==> src/dpwm_pkg.sv <==
/*
 * dpwm_pkg: shared constants of the dual pwm dac output block.
 * Assumes: the cpu port bus and the pwm generator share one 100 MHz clock.
 */
package dpwm_pkg;

    // ***************************************************************
    // port addresses and selector codes
    // ***************************************************************
    localparam logic [4:0] PORT_R4_ADDR    = 5'h04; // pin output latches
    localparam logic [4:0] SEL_PORT_ADDR   = 5'h17; // pwm_buffer_selector
    localparam logic [4:0] XFER_PORT_ADDR  = 5'h18; // pwm_transfer_buffer_port
    localparam logic [3:0] SEL_RESET       = 4'h0;
    localparam logic [3:0] SEL_FINE_MID    = 4'h2; // fine bits 9..6
    localparam logic [3:0] SEL_FINE_HIGH   = 4'h3; // fine bits 13..10
    localparam logic [3:0] SEL_FINE_LOW    = 4'h4; // fine bits 3..0
    localparam logic [3:0] SEL_FINE_TOP    = 4'h5; // fine bits 5..4
    localparam logic [3:0] SEL_COARSE_LOW  = 4'h6; // coarse bits 3..0
    localparam logic [3:0] SEL_COARSE_HIGH = 4'h7; // coarse bits 5..4
    localparam logic [3:0] SEL_TRANSFER    = 4'hc; // commit code

    // ***************************************************************
    // field layout
    // ***************************************************************
    localparam int FINE_W        = 14;
    localparam int COARSE_W      = 6;
    localparam int FINE_N_LSB    = 6;  // upper 8-bit width field
    localparam int FINE_N_W      = 8;
    localparam int FINE_M_W      = 6;  // lower 6-bit stretch field
    localparam int SUB_W         = 6;  // 64 sub-periods
    localparam int PIN_FINE_BIT  = 0;
    localparam int PIN_COARSE_BIT = 1;
    localparam logic [FINE_W-1:0]   FINE_RESET   = 14'h0000;
    localparam logic [COARSE_W-1:0] COARSE_RESET = 6'h00;
    localparam logic PIN_LATCH_RESET = 1'b1;

    // ***************************************************************
    // timing: fc is the block clock
    // ***************************************************************
    localparam int CLK_PERIOD_NS   = 10;
    localparam int UNIT_CYC        = 2;     // one pulse unit is 2/fc
    localparam int FINE_SUB_CYC    = 512;   // one sub-period
    localparam int FINE_MAIN_CYC   = 32768; // one main period
    localparam int COARSE_MAIN_CYC = 128;
    localparam int FINE_UNITS      = FINE_SUB_CYC / UNIT_CYC;     // 256
    localparam int COARSE_UNITS    = COARSE_MAIN_CYC / UNIT_CYC;  // 64
    localparam logic [FINE_N_W-1:0] FINE_UNIT_LAST   = 8'(FINE_UNITS - 1);
    localparam logic [COARSE_W-1:0] COARSE_UNIT_LAST = 6'(COARSE_UNITS - 1);
    localparam logic [SUB_W-1:0]    SUB_LAST         = 6'(FINE_MAIN_CYC / FINE_SUB_CYC - 1);
    localparam logic PRESCALE_LAST = 1'(UNIT_CYC - 1);

endpackage

==> src/dpwm_data_if.sv <==
/*
 * dpwm_data_if: committed pwm data latches passed from the port
 * register module to the waveform generator.
 * Assumes: both ends run on the same clock.
 */
`timescale 1ns/10ps
interface dpwm_data_if;
    logic [13:0] fine_data;   // committed fine channel value
    logic [5:0]  coarse_data; // committed coarse channel value
    logic        enabled;     // a transfer has been made since the last reset or hold

    modport src (output fine_data, output coarse_data, output enabled);
    modport dst (input fine_data, input coarse_data, input enabled);
endinterface

==> src/dpwm_xfer_regs.sv <==
/*
 * dpwm_xfer_regs: buffer selector, transfer buffer and pwm data latches.
 * Assumes: single-cycle write strobes from the cpu port logic, same clock.
 */
`timescale 1ns/10ps
module dpwm_xfer_regs (
    input  wire logic       ref_clk_in,   // 100 MHz clock
    input  wire logic       reset_in,     // sync reset, active high
    input  wire logic       hold_in,      // hold entry, clears like reset
    input  wire logic       port_wr_in,   // port write strobe
    input  wire logic [4:0] port_addr_in, // port address
    input  wire logic [3:0] port_data_in, // port write data
    dpwm_data_if.src        data_if       // committed latches
);
    logic [3:0]  sel_reg,      sel_next;
    logic [13:0] fbuf_reg,     fbuf_next;
    logic [5:0]  cbuf_reg,     cbuf_next;
    logic [13:0] flatch_reg,   flatch_next;
    logic [5:0]  clatch_reg,   clatch_next;
    logic        enabled_reg,  enabled_next;

    // ***************************************************************
    // selector decode and buffer fill
    // ***************************************************************
    always_comb begin
        sel_next     = sel_reg;
        fbuf_next    = fbuf_reg;
        cbuf_next    = cbuf_reg;
        flatch_next  = flatch_reg;
        clatch_next  = clatch_reg;
        enabled_next = enabled_reg;
        if (port_wr_in && port_addr_in == dpwm_pkg::SEL_PORT_ADDR) begin
            sel_next = port_data_in;
            // commit is immediate; generator reloads at its period edge
            if (port_data_in == dpwm_pkg::SEL_TRANSFER) begin
                flatch_next  = fbuf_reg;
                clatch_next  = cbuf_reg;
                enabled_next = 1'b1;
            end
        end
        if (port_wr_in && port_addr_in == dpwm_pkg::XFER_PORT_ADDR) begin
            // other selector values leave the buffer untouched
            case (sel_reg)
                dpwm_pkg::SEL_FINE_MID:    fbuf_next[9:6]   = port_data_in;
                dpwm_pkg::SEL_FINE_HIGH:   fbuf_next[13:10] = port_data_in;
                dpwm_pkg::SEL_FINE_LOW:    fbuf_next[3:0]   = port_data_in;
                dpwm_pkg::SEL_FINE_TOP:    fbuf_next[5:4]   = port_data_in[1:0];
                dpwm_pkg::SEL_COARSE_LOW:  cbuf_next[3:0]   = port_data_in;
                dpwm_pkg::SEL_COARSE_HIGH: cbuf_next[5:4]   = port_data_in[1:0];
                default: ;
            endcase
        end
    end

    // latches change only on commit; reset and hold clear all
    always_ff @(posedge ref_clk_in) begin
        if (reset_in || hold_in) begin
            sel_reg     <= dpwm_pkg::SEL_RESET;
            fbuf_reg    <= dpwm_pkg::FINE_RESET;
            cbuf_reg    <= dpwm_pkg::COARSE_RESET;
            flatch_reg  <= dpwm_pkg::FINE_RESET;
            clatch_reg  <= dpwm_pkg::COARSE_RESET;
            enabled_reg <= 1'b0;
        end else begin
            sel_reg     <= sel_next;
            fbuf_reg    <= fbuf_next;
            cbuf_reg    <= cbuf_next;
            flatch_reg  <= flatch_next;
            clatch_reg  <= clatch_next;
            enabled_reg <= enabled_next;
        end
    end

    assign data_if.fine_data   = flatch_reg;
    assign data_if.coarse_data = clatch_reg;
    assign data_if.enabled     = enabled_reg;
endmodule

==> src/dpwm_dac_output.sv <==
/*
 * dpwm_dac_output: two-channel pwm dac output, a 14-bit fine channel with
 * sub-period stretching and a 6-bit coarse channel, plus their pin latches.
 * Assumes: cpu port writes arrive as one-cycle strobes on ref_clk_in;
 * external open-drain pads and low-pass filters sit outside.
 */
`timescale 1ns/10ps
module dpwm_dac_output (
    input  wire logic       ref_clk_in,             // 100 MHz clock
    input  wire logic       reset_in,               // sync reset, active high
    input  wire logic       hold_in,                // hold entry, active high
    input  wire logic       port_wr_in,             // cpu port write strobe
    input  wire logic [4:0] port_addr_in,           // cpu port address
    input  wire logic [3:0] port_data_in,           // cpu port write data
    output logic            fine_pwm_output_out,    // fine channel level
    output logic            coarse_pwm_output_out,  // coarse channel level
    output logic            fine_pwm_port_pin_out,  // fine pad data, always low
    output logic            fine_pwm_port_pin_oe_n_out,   // fine pad pull-down, low = drive
    output logic            coarse_pwm_port_pin_out,      // coarse pad data, always low
    output logic            coarse_pwm_port_pin_oe_n_out  // coarse pad pull-down, low = drive
);

    dpwm_data_if data_if ();

    // ***************************************************************
    // port registers
    // ***************************************************************
    dpwm_xfer_regs u_xfer_regs (
        .ref_clk_in   (ref_clk_in),
        .reset_in     (reset_in),
        .hold_in      (hold_in),
        .port_wr_in   (port_wr_in),
        .port_addr_in (port_addr_in),
        .port_data_in (port_data_in),
        .data_if      (data_if)
    );

    // ***************************************************************
    // helpers
    // ***************************************************************
    // stretch weight j lands where sub index has its lowest set bit at 5-j
    // sub 0 has no set bit and is never stretched; spreading the extra units
    // keeps the ripple at the sub-period rate instead of the main period
    function automatic logic stretch_hit(input logic [5:0] m, input logic [5:0] sub);
        logic hit;
        logic lower_zero;
        hit = 1'b0;
        lower_zero = 1'b1;
        for (int k = 0; k < dpwm_pkg::SUB_W; k++) begin
            if (lower_zero && sub[k] && m[dpwm_pkg::SUB_W-1-k]) begin
                hit = 1'b1;
            end
            if (sub[k]) begin
                lower_zero = 1'b0;
            end
        end
        return hit;
    endfunction

    // pin level: high unless the pulse is running and the latch lets it through
    function automatic logic pin_level(input logic latch, input logic en, input logic pulse);
        return ~(en & pulse) | ~latch;
    endfunction

    // ***************************************************************
    // state
    // ***************************************************************
    logic                 prescale_reg,  prescale_next;
    logic [7:0]           funit_reg,     funit_next;
    logic [5:0]           fsub_reg,      fsub_next;
    logic [5:0]           cunit_reg,     cunit_next;
    logic [13:0]          fwork_reg,     fwork_next;
    logic [5:0]           cwork_reg,     cwork_next;
    logic                 en_reg,        en_next;
    logic [1:0]           pin_latch_reg, pin_latch_next;
    logic                 flevel_reg,    flevel_next;
    logic                 clevel_reg,    clevel_next;
    logic                 unit_end;
    logic                 fine_wrap;
    logic                 coarse_wrap;
    logic                 fine_pulse;
    logic                 coarse_pulse;
    logic [8:0]           fine_width;

    // ***************************************************************
    // timebase
    // ***************************************************************
    // coarse unit count and the low fine unit bits step together, so a
    // coarse wrap always lands on a fine unit edge
    // unit ends every second clock; sub-periods are 256 units
    always_comb begin
        unit_end    = (prescale_reg == dpwm_pkg::PRESCALE_LAST);
        fine_wrap   = unit_end && funit_reg == dpwm_pkg::FINE_UNIT_LAST
                      && fsub_reg == dpwm_pkg::SUB_LAST;
        coarse_wrap = unit_end && cunit_reg == dpwm_pkg::COARSE_UNIT_LAST;
        prescale_next = ~prescale_reg;
        funit_next    = funit_reg;
        fsub_next     = fsub_reg;
        cunit_next    = cunit_reg;
        if (unit_end) begin
            funit_next = funit_reg + 8'h01; // wraps at 256 units
            cunit_next = cunit_reg + 6'h01; // wraps at 64 units, 128 clocks
            if (funit_reg == dpwm_pkg::FINE_UNIT_LAST) begin
                fsub_next = fsub_reg + 6'h01;
            end
        end
    end

    // ***************************************************************
    // working copies and pin latches
    // ***************************************************************
    // working copies reload only at period boundaries so a period never
    // mixes old and new data; worst case wait is one full period
    // enable follows the coarse wrap, so the fine channel can only start
    // mid sub-period while its working copy is still zero
    always_comb begin
        fwork_next     = fwork_reg;
        cwork_next     = cwork_reg;
        en_next        = en_reg;
        pin_latch_next = pin_latch_reg;
        if (fine_wrap) begin
            fwork_next = data_if.fine_data;
        end
        if (coarse_wrap) begin
            cwork_next = data_if.coarse_data;
            en_next    = data_if.enabled;
        end
        if (port_wr_in && port_addr_in == dpwm_pkg::PORT_R4_ADDR) begin
            pin_latch_next = port_data_in[1:0];
        end
    end

    // ***************************************************************
    // pulse generation
    // ***************************************************************
    // pulse width is n units plus one when this sub-period is stretched
    // nine bits so n of 255 plus a stretch unit reaches 256 units, a pulse
    // that fills the whole sub-period
    always_comb begin
        fine_width = {1'b0, fwork_reg[13:dpwm_pkg::FINE_N_LSB]}
                     + {8'h00, stretch_hit(fwork_reg[5:0], fsub_reg)};
        fine_pulse   = {1'b0, funit_reg} < fine_width;
        coarse_pulse = cunit_reg < cwork_reg;
        // low during pulse, high otherwise; zero data never goes low
        flevel_next = pin_level(pin_latch_reg[dpwm_pkg::PIN_FINE_BIT], en_reg, fine_pulse);
        clevel_next = pin_level(pin_latch_reg[dpwm_pkg::PIN_COARSE_BIT], en_reg, coarse_pulse);
    end

    // ***************************************************************
    // registers
    // ***************************************************************
    // hold clears the data path like reset; pin latches only on reset
    // a cleared pin latch forces the level high, so the pad floats to its
    // pull-up and the filter settles at the idle level
    always_ff @(posedge ref_clk_in) begin
        if (reset_in) begin
            pin_latch_reg <= {2{dpwm_pkg::PIN_LATCH_RESET}};
        end else begin
            pin_latch_reg <= pin_latch_next;
        end
    end

    // counters and working copies restart cleanly on hold release
    always_ff @(posedge ref_clk_in) begin
        if (reset_in || hold_in) begin
            prescale_reg <= 1'b0;
            funit_reg    <= 8'h00;
            fsub_reg     <= 6'h00;
            cunit_reg    <= 6'h00;
            fwork_reg    <= dpwm_pkg::FINE_RESET;
            cwork_reg    <= dpwm_pkg::COARSE_RESET;
            en_reg       <= 1'b0;
            flevel_reg   <= 1'b1;
            clevel_reg   <= 1'b1;
        end else begin
            prescale_reg <= prescale_next;
            funit_reg    <= funit_next;
            fsub_reg     <= fsub_next;
            cunit_reg    <= cunit_next;
            fwork_reg    <= fwork_next;
            cwork_reg    <= cwork_next;
            en_reg       <= en_next;
            flevel_reg   <= flevel_next;
            clevel_reg   <= clevel_next;
        end
    end

    // ***************************************************************
    // pins
    // ***************************************************************
    // open-drain pads: data is always low, enable pulls the wire low
    // only while the level is low, so the wire floats high otherwise
    // the pad data flop is constant, kept so every output leaves a register
    logic pad_zero_reg;
    always_ff @(posedge ref_clk_in) begin
        pad_zero_reg <= 1'b0;
    end

    assign fine_pwm_output_out          = flevel_reg;
    assign coarse_pwm_output_out        = clevel_reg;
    assign fine_pwm_port_pin_out        = pad_zero_reg;
    assign coarse_pwm_port_pin_out      = pad_zero_reg;
    assign fine_pwm_port_pin_oe_n_out   = flevel_reg;
    assign coarse_pwm_port_pin_oe_n_out = clevel_reg;

endmodule

==> config.mk <==
export PLATFORM = sky130hd
export DESIGN_NAME = dpwm_dac_output
export DESIGN_NICKNAME = d
export VERILOG_FILES = /design/src/dpwm_pkg.sv /design/src/dpwm_data_if.sv /design/src/dpwm_xfer_regs.sv /design/src/dpwm_dac_output.sv
export SDC_FILE = /design/constraint.sdc
export NUM_CORES = 1
export LEC_CHECK = 0
export ABC_AREA = 1
export BUFFER_PORTS_ARGS = -buffer_cell sky130_fd_sc_hd__buf_2
export CAP_MARGIN = 25
export CELL_PAD_IN_SITES_DETAIL_PLACEMENT = 2
export CELL_PAD_IN_SITES_GLOBAL_PLACEMENT = 2
export CORE_MARGIN = 4
export CORE_UTILIZATION = 30
export CTS_CLUSTER_SIZE = 28
export DETAILED_ROUTE_END_ITERATION = 8
export PLACE_DENSITY = 0.78
export SLEW_MARGIN = 20
export SYNTH_ARGS = -nofsm -noshare
export SYNTH_HDL_FRONTEND = slang
export SYNTH_SLANG_ARGS = --single-unit
==> constraint.sdc <==
create_clock -name ref_clk_in -period 5.8 [get_ports ref_clk_in]
set_clock_uncertainty 0.1 [all_clocks]
set_input_delay 0.29 -clock ref_clk_in [delete_from_list [all_inputs] [get_ports ref_clk_in]]
set_output_delay 0.29 -clock ref_clk_in [all_outputs]
set_load 0.03 [all_outputs]
Word level (Yosys, flattened, before mapping)

Cells that the tools add are included.
Widths: inputs -> output; s select.

Input port bits: 13
RAM bits: 0
ROM bits: 0
Latch bits: 0
Flip-flop bits (word level): 91
Output and inout port bits: 6
Memories kept: 0

Multipliers: 0
Muxes and demuxes: 11
Magnitude comparators: 2
Equality and inequality tests: 13
Div/mod/pow operators: 0
Bitwise logic cells: 9
Add/subtract/negate cells: 4
Shift operators: 0
Reduce and logical (&&, ||, !) cells: 26

Operators by type and width:

| kind                | count |
|---|---|
| $logic_and 1x1->1   | 17 |
| $eq 4x3->1 const B  | 4 |
| $reduce_and 2->1    | 8 |
| $add 6x1->6 const B | 2 |
| $eq 6x6->1 const B  | 2 |
| $mux 1              | 11 |
| $eq 5x5->1 const B  | 2 |
| $add 8x1->9         | 1 |
| $lt 8x9->1          | 1 |
| $add 8x1->8 const B | 1 |
| $eq 4x2->1 const B  | 2 |
| $eq 8x8->1 const B  | 1 |
| $lt 6x6->1          | 1 |
| $eq 5x3->1 const B  | 1 |
| $not 1->1           | 5 |
| $eq 4x4->1 const B  | 1 |
| $and 1x1->1         | 2 |
| $or 1x1->1          | 2 |
| $logic_or 1x1->1    | 1 |

Depth between registers and ports, before layout

Depth in word-level cells: 13
Gate-level depth with buffers: 17
Gate-level depth less buffers: 17

Cells and area by module

From an unflattened synthesis, not the netlist that was laid out.

Cells, all modules: 713
Area total of the unflattened synthesis: 4750.8 µm²

By module, submodules not included:

| module          | sequential area each (µm²) | times used | area an instance (µm²) | cells an instance |
|---|---|---|---|---|
| dpwm_dac_output | 920.9                      | 1          | 2706.3                 | 406 |
| dpwm_xfer_regs  | 900.9                      | 1          | 2044.5                 | 307 |

Worst setup path after synthesis

Ideal clock, no wire load.

Kind: reg-to-reg
From: register fsub_reg[0]
To: register flevel_reg, in the netlist fine_pwm_output_out
Slack: 3.536 ns
Setup time: 0.114 ns
Cell stages (with the launch flop): 17
Period minus slack after synthesis: 2.264 ns
Data arrival time: 2.050 ns
Path through: dfxtp_1 -> inv_1 -> ha_1 -> nand2_1 -> a21oi_1 -> o21ai_0 -> nand2_1 -> ha_1 -> nand2_1 -> nor2_1 -> nand2_1 -> xor2_1 -> ha_1 -> a21oi_1 -> nor2_1 -> nor2_1 -> nand2_1

Word-level cells in the longest chain between the ends: 13
Elaborated cells on any way between the ends: 27
Classes of those cells: 1 x add/sub; 1 x order compare; 11 x mux; 3 x bitwise; 11 x reduce/logical

RTL lines:

| item                                                      | line                                         | text |
|---|---|---|
| start, declared                                           | dpwm_dac_output.sv:70                        | `logic [5:0] fsub_reg, fsub_next;` |
| start signal, assigned                                    | dpwm_dac_output.sv:178                       | `fsub_reg <= fsub_next;` |
| $mux 1                                                    | dpwm_dac_output.sv:53                        | `if (sub[k]) begin` |
| $logic_and 1x1->1 or $mux 1 (tied branches) (2 in series) | dpwm_dac_output.sv:50, dpwm_dac_output.sv:53 |  |
| $mux 1 (tied with other cells) (2 in series)              | dpwm_dac_output.sv:50                        | `if (lower_zero && sub[k] && m[dpwm_pkg::SUB_W-1-k]) begin` |
| $mux 1 or $logic_and 1x1->1 (tied branches) (2 in series) | dpwm_dac_output.sv:50                        |  |
| $mux 1 (*)                                                | dpwm_dac_output.sv:50                        |  |
| $add 8x1->9 (*)                                           | dpwm_dac_output.sv:141                       | `+ {8'h00, stretch_hit(fwork_reg[5:0], fsub_reg)};` |
| $lt 8x9->1 (*)                                            | dpwm_dac_output.sv:142                       | `fine_pulse = {1'b0, funit_reg} < fine_width;` |
| $and 1x1->1 (*)                                           | dpwm_dac_output.sv:62                        | `return ~(en & pulse) \| ~latch;` |
| $not 1->1 (*)                                             | dpwm_dac_output.sv:62                        |  |
| $or 1x1->1 (*)                                            | dpwm_dac_output.sv:62                        |  |
| end signal, assigned                                      | dpwm_dac_output.sv:183                       | `flevel_reg <= flevel_next;` |
| end, declared                                             | dpwm_dac_output.sv:76                        | `logic flevel_reg, flevel_next;` |

Mark *: on every way between the ends. The rest lies on a longest branch, timed or not.
A chain may end at the register's enable or synchronous reset.

Worst setup path in the final report

Same ends and word-level chain as after synthesis.

==> metrics <==
clk root buf=clkbuf_16; Core Footprint=~15000 um2; Critical Path RT=5950 ps; layout cells sized above 1=under 10%; Final Hold Vio Count=0; first-pass GRT wire length=21600 um; Area growth syn-to-layout=11.4%; Max Root-Sink Buffers=2; Detailed Place HPWL=8980 um; H-tree depth=3; Yosys cell types=27; vias per std cell=around 4.8; peak supply drop=around 0.00016 V; Yosys reg bits=91; largest net degree at the start of global routing=just under 60; crit end category=flop; Filler cells=approximately 1800; status=completed; CTS resizes=0; Hold Path Class=in -> reg; Slew headroom=between 30% and 40%; postcts setup bufs=0; final setup fails=0; Inserted Diodes=0; synth top area cells=dfxtp_1 (41%), nand2_1 (15%), nor2_1 (11%); RSZ-0062 raised after global routing=false; Max Cap Viol=0; DIE WIDTH=approximately 130 um; sequential-to-total area share from yosys stat=40.7%; CTS tree=done; clk_lat worst skew=~350 ps; via count of the routed design=4093; Synth top area share=between 40% and 50%; Rows=44; Port Buffers=16; f_max=0.372 GHz; total track usage=about 16%; Synth Cell Area=4470 um2; I/O Pins=19; Worst EP arrival=between 2000 and 3000 ps; hold buffer count at CTS=0; Final Instance Area=around 5000 um2; kind of critical path=reg -> reg; worst slew pin tran=934 ps; post-DR wirelength/cell=between 10 and 15 um; post-synth top area cell=dfxtp_1; placed cell areas=between 4000 and 5000 um2; Pre-Repair DR Iteration Count=4; Yosys warnings=0; CTS Buf Count=9; Die Ht=approximately 130 um; LEAKAGE=around 2 nW; P per Cell Area=257 nW/um2; Tmin final=roughly 2700 ps; period utilisation layout=between 40% and 50%; Critical Path Fanout Max=5; Cells after Synth=666; Clk pin slew, worst setup/hold paths=about 70 ps; cell mode on critical path=nand2_1; fin. max-slew vios=0; Initial Utilization=between 30% and 40%; initial antenna violation count=0; number of global-route vias before repair=4448; Initial DRC Count=181; Layout Nets=approximately 700; drt total wl=roughly 12000 um; Mapped Avg Cell Area=about 6.7 um2; CP peak stage delay=~330 ps; GRT overflow=0; setup TNS=0 ps; post-route ant nets=0; Final Wtd Congestion=~0.76; DRC=0; Setup crit start kind=flop; slowest CP cell=dfxtp_1; die area=between 15000 and 20000 um2; CTS Sinks=91; worst path cell trace=inv_1, ha_1, nand2_1, a21oi_1, o21ai_0, nand2_1, ha_1, nand2_1, nor2_1, nand2_1, xor2_1, ha_1, a21oi_1, nor2_1, nor2_1, nand2_1
[Yosys cell counts]
cell      count
xnor2_1       1
nor2_1      131
o21ai_0      10
clkbuf_1      5
a21oi_1      38
nand4_1      24
inv_1        83
a31oi_1       2
buf_6         1
ha_1         19
buf_1         1
nand3b_1      1
buf_2        14
buf_4         8
nand2_1     173
nor2_2        4
conb_1        1
nand3_4       1
nand3_1      38
nor3_1        4
nor2_4        2
nand2_2       2
xor2_1        7
o21a_1        1
nor4_1        1
dfxtp_1      91
inv_2         3
[worst max-delay path, delay by kind of cell, from the launching register on]
kind | cells | cell delay [ps]
compound gates | 3 | 390
xor+xnor | 1 | 160
fa+ha+maj | 3 | 650
buf+inv | 1 | 140
flops | 1 | 330
simple gates | 8 | 810
[layout make-up]
type	count	area, um2	share of cell area [%]
Sequential cell	91	1820	36.6
Multi-Input combinational cell	461	2180	43.7
Tap cell	184	230	4.62
Clock inverter	5	60.1	1.21
Inverter	86	323	6.48
Timing Repair Buffer	21	133	2.66
Clock buffer	10	239	4.80
[placed cells by master, fill, tap and decap left out, types with 2 or more instances in the layout]
master,Yosys,layout
a31oi_1,2,2
buf_4,8,3
nand2_2,2,2
nor2_4,2,3
clkbuf_16,0,9
nor2_1,131,130
nand3_1,38,38
dfxtp_1,91,91
inv_6,0,2
conb_1,1,2
ha_1,19,19
xor2_1,7,7
buf_8,0,2
a21oi_1,38,38
nor3_1,4,4
inv_2,3,3
nor2_2,4,4
inv_1,83,83
nand2_1,173,173
o21ai_0,10,10
buf_2,14,16
nand4_1,24,24
[power breakdown]
group          internal, W  switching, W   total, W  leakage [nW]
Combinational    0.0000114     0.0000330  0.0000444          1.07
Sequential        0.000626    0.00000244   0.000628         0.733
Clock             0.000346      0.000260   0.000606         0.145
Total             0.000983      0.000296    0.00128          1.94
[per-stage QoR]
| step | util, % | instances | worst slack, ps | hold WS, ps | total power [W] |
|---|---|---|---|---|---|
| after floorplan | - | 667 | 3540 | 310 | 0.000672 |
| final | 34.2 | 858 | 3110 | 121 | 0.00128 |
| after global routing | 34.2 | 858 | 2820 | 113 | 0.00133 |
| after detailed placement | 32.0 | 842 | 3130 | 361 | 0.000688 |
| after CTS | 34.0 | 857 | 3100 | 113 | 0.00130 |
| after global placement | 31.9 | 841 | 3370 | 351 | 0.000685 |
[final timing paths]
| path | from | end | slack, ps | cells after the start |
|---|---|---|---|---|
| setup / recovery | fsub_reg[0]$_SDFFE_PP0P_ | fine_pwm_output_out$_SDFF_PP1_ | 3110 | 16 |
| hold / removal | reset_in | pin_latch_reg[0]$_SDFFE_PP1P_ | 120 | 3 |
| setup reg to reg | fsub_reg[0]$_SDFFE_PP0P_ | fine_pwm_output_out$_SDFF_PP1_ | 3110 | 16 |
| hold reg to reg | u_xfer_regs.fbuf_reg[10]$_SDFFE_PP0P_ | u_xfer_regs.fbuf_reg[10]$_SDFFE_PP0P_ | 360 | 2 |
[metal layers]
layer / up-vias / track usage (%) / share of wire (%)
met1: 1993 / 18.8 / 45
met5: - / 0 / 0
met3: 12 / 3.97 / 2.1
met2: 22 / 29.2 / 52
li1: 2066 / - / -
met4: 0 / 3.36 / 1.1
[logic make-up after synthesis]
logic type / synth area share, %
buffers and inverters: 10.9
other: 0.0838
flip-flops: 40.7
XOR/XNOR: 1.57
adder cells (fa/ha/maj): 5.31
AO/OA/AOI/OAI: 5.82
AND/OR/NAND/NOR: 35.6
Power figures use the tool's default switching activity.
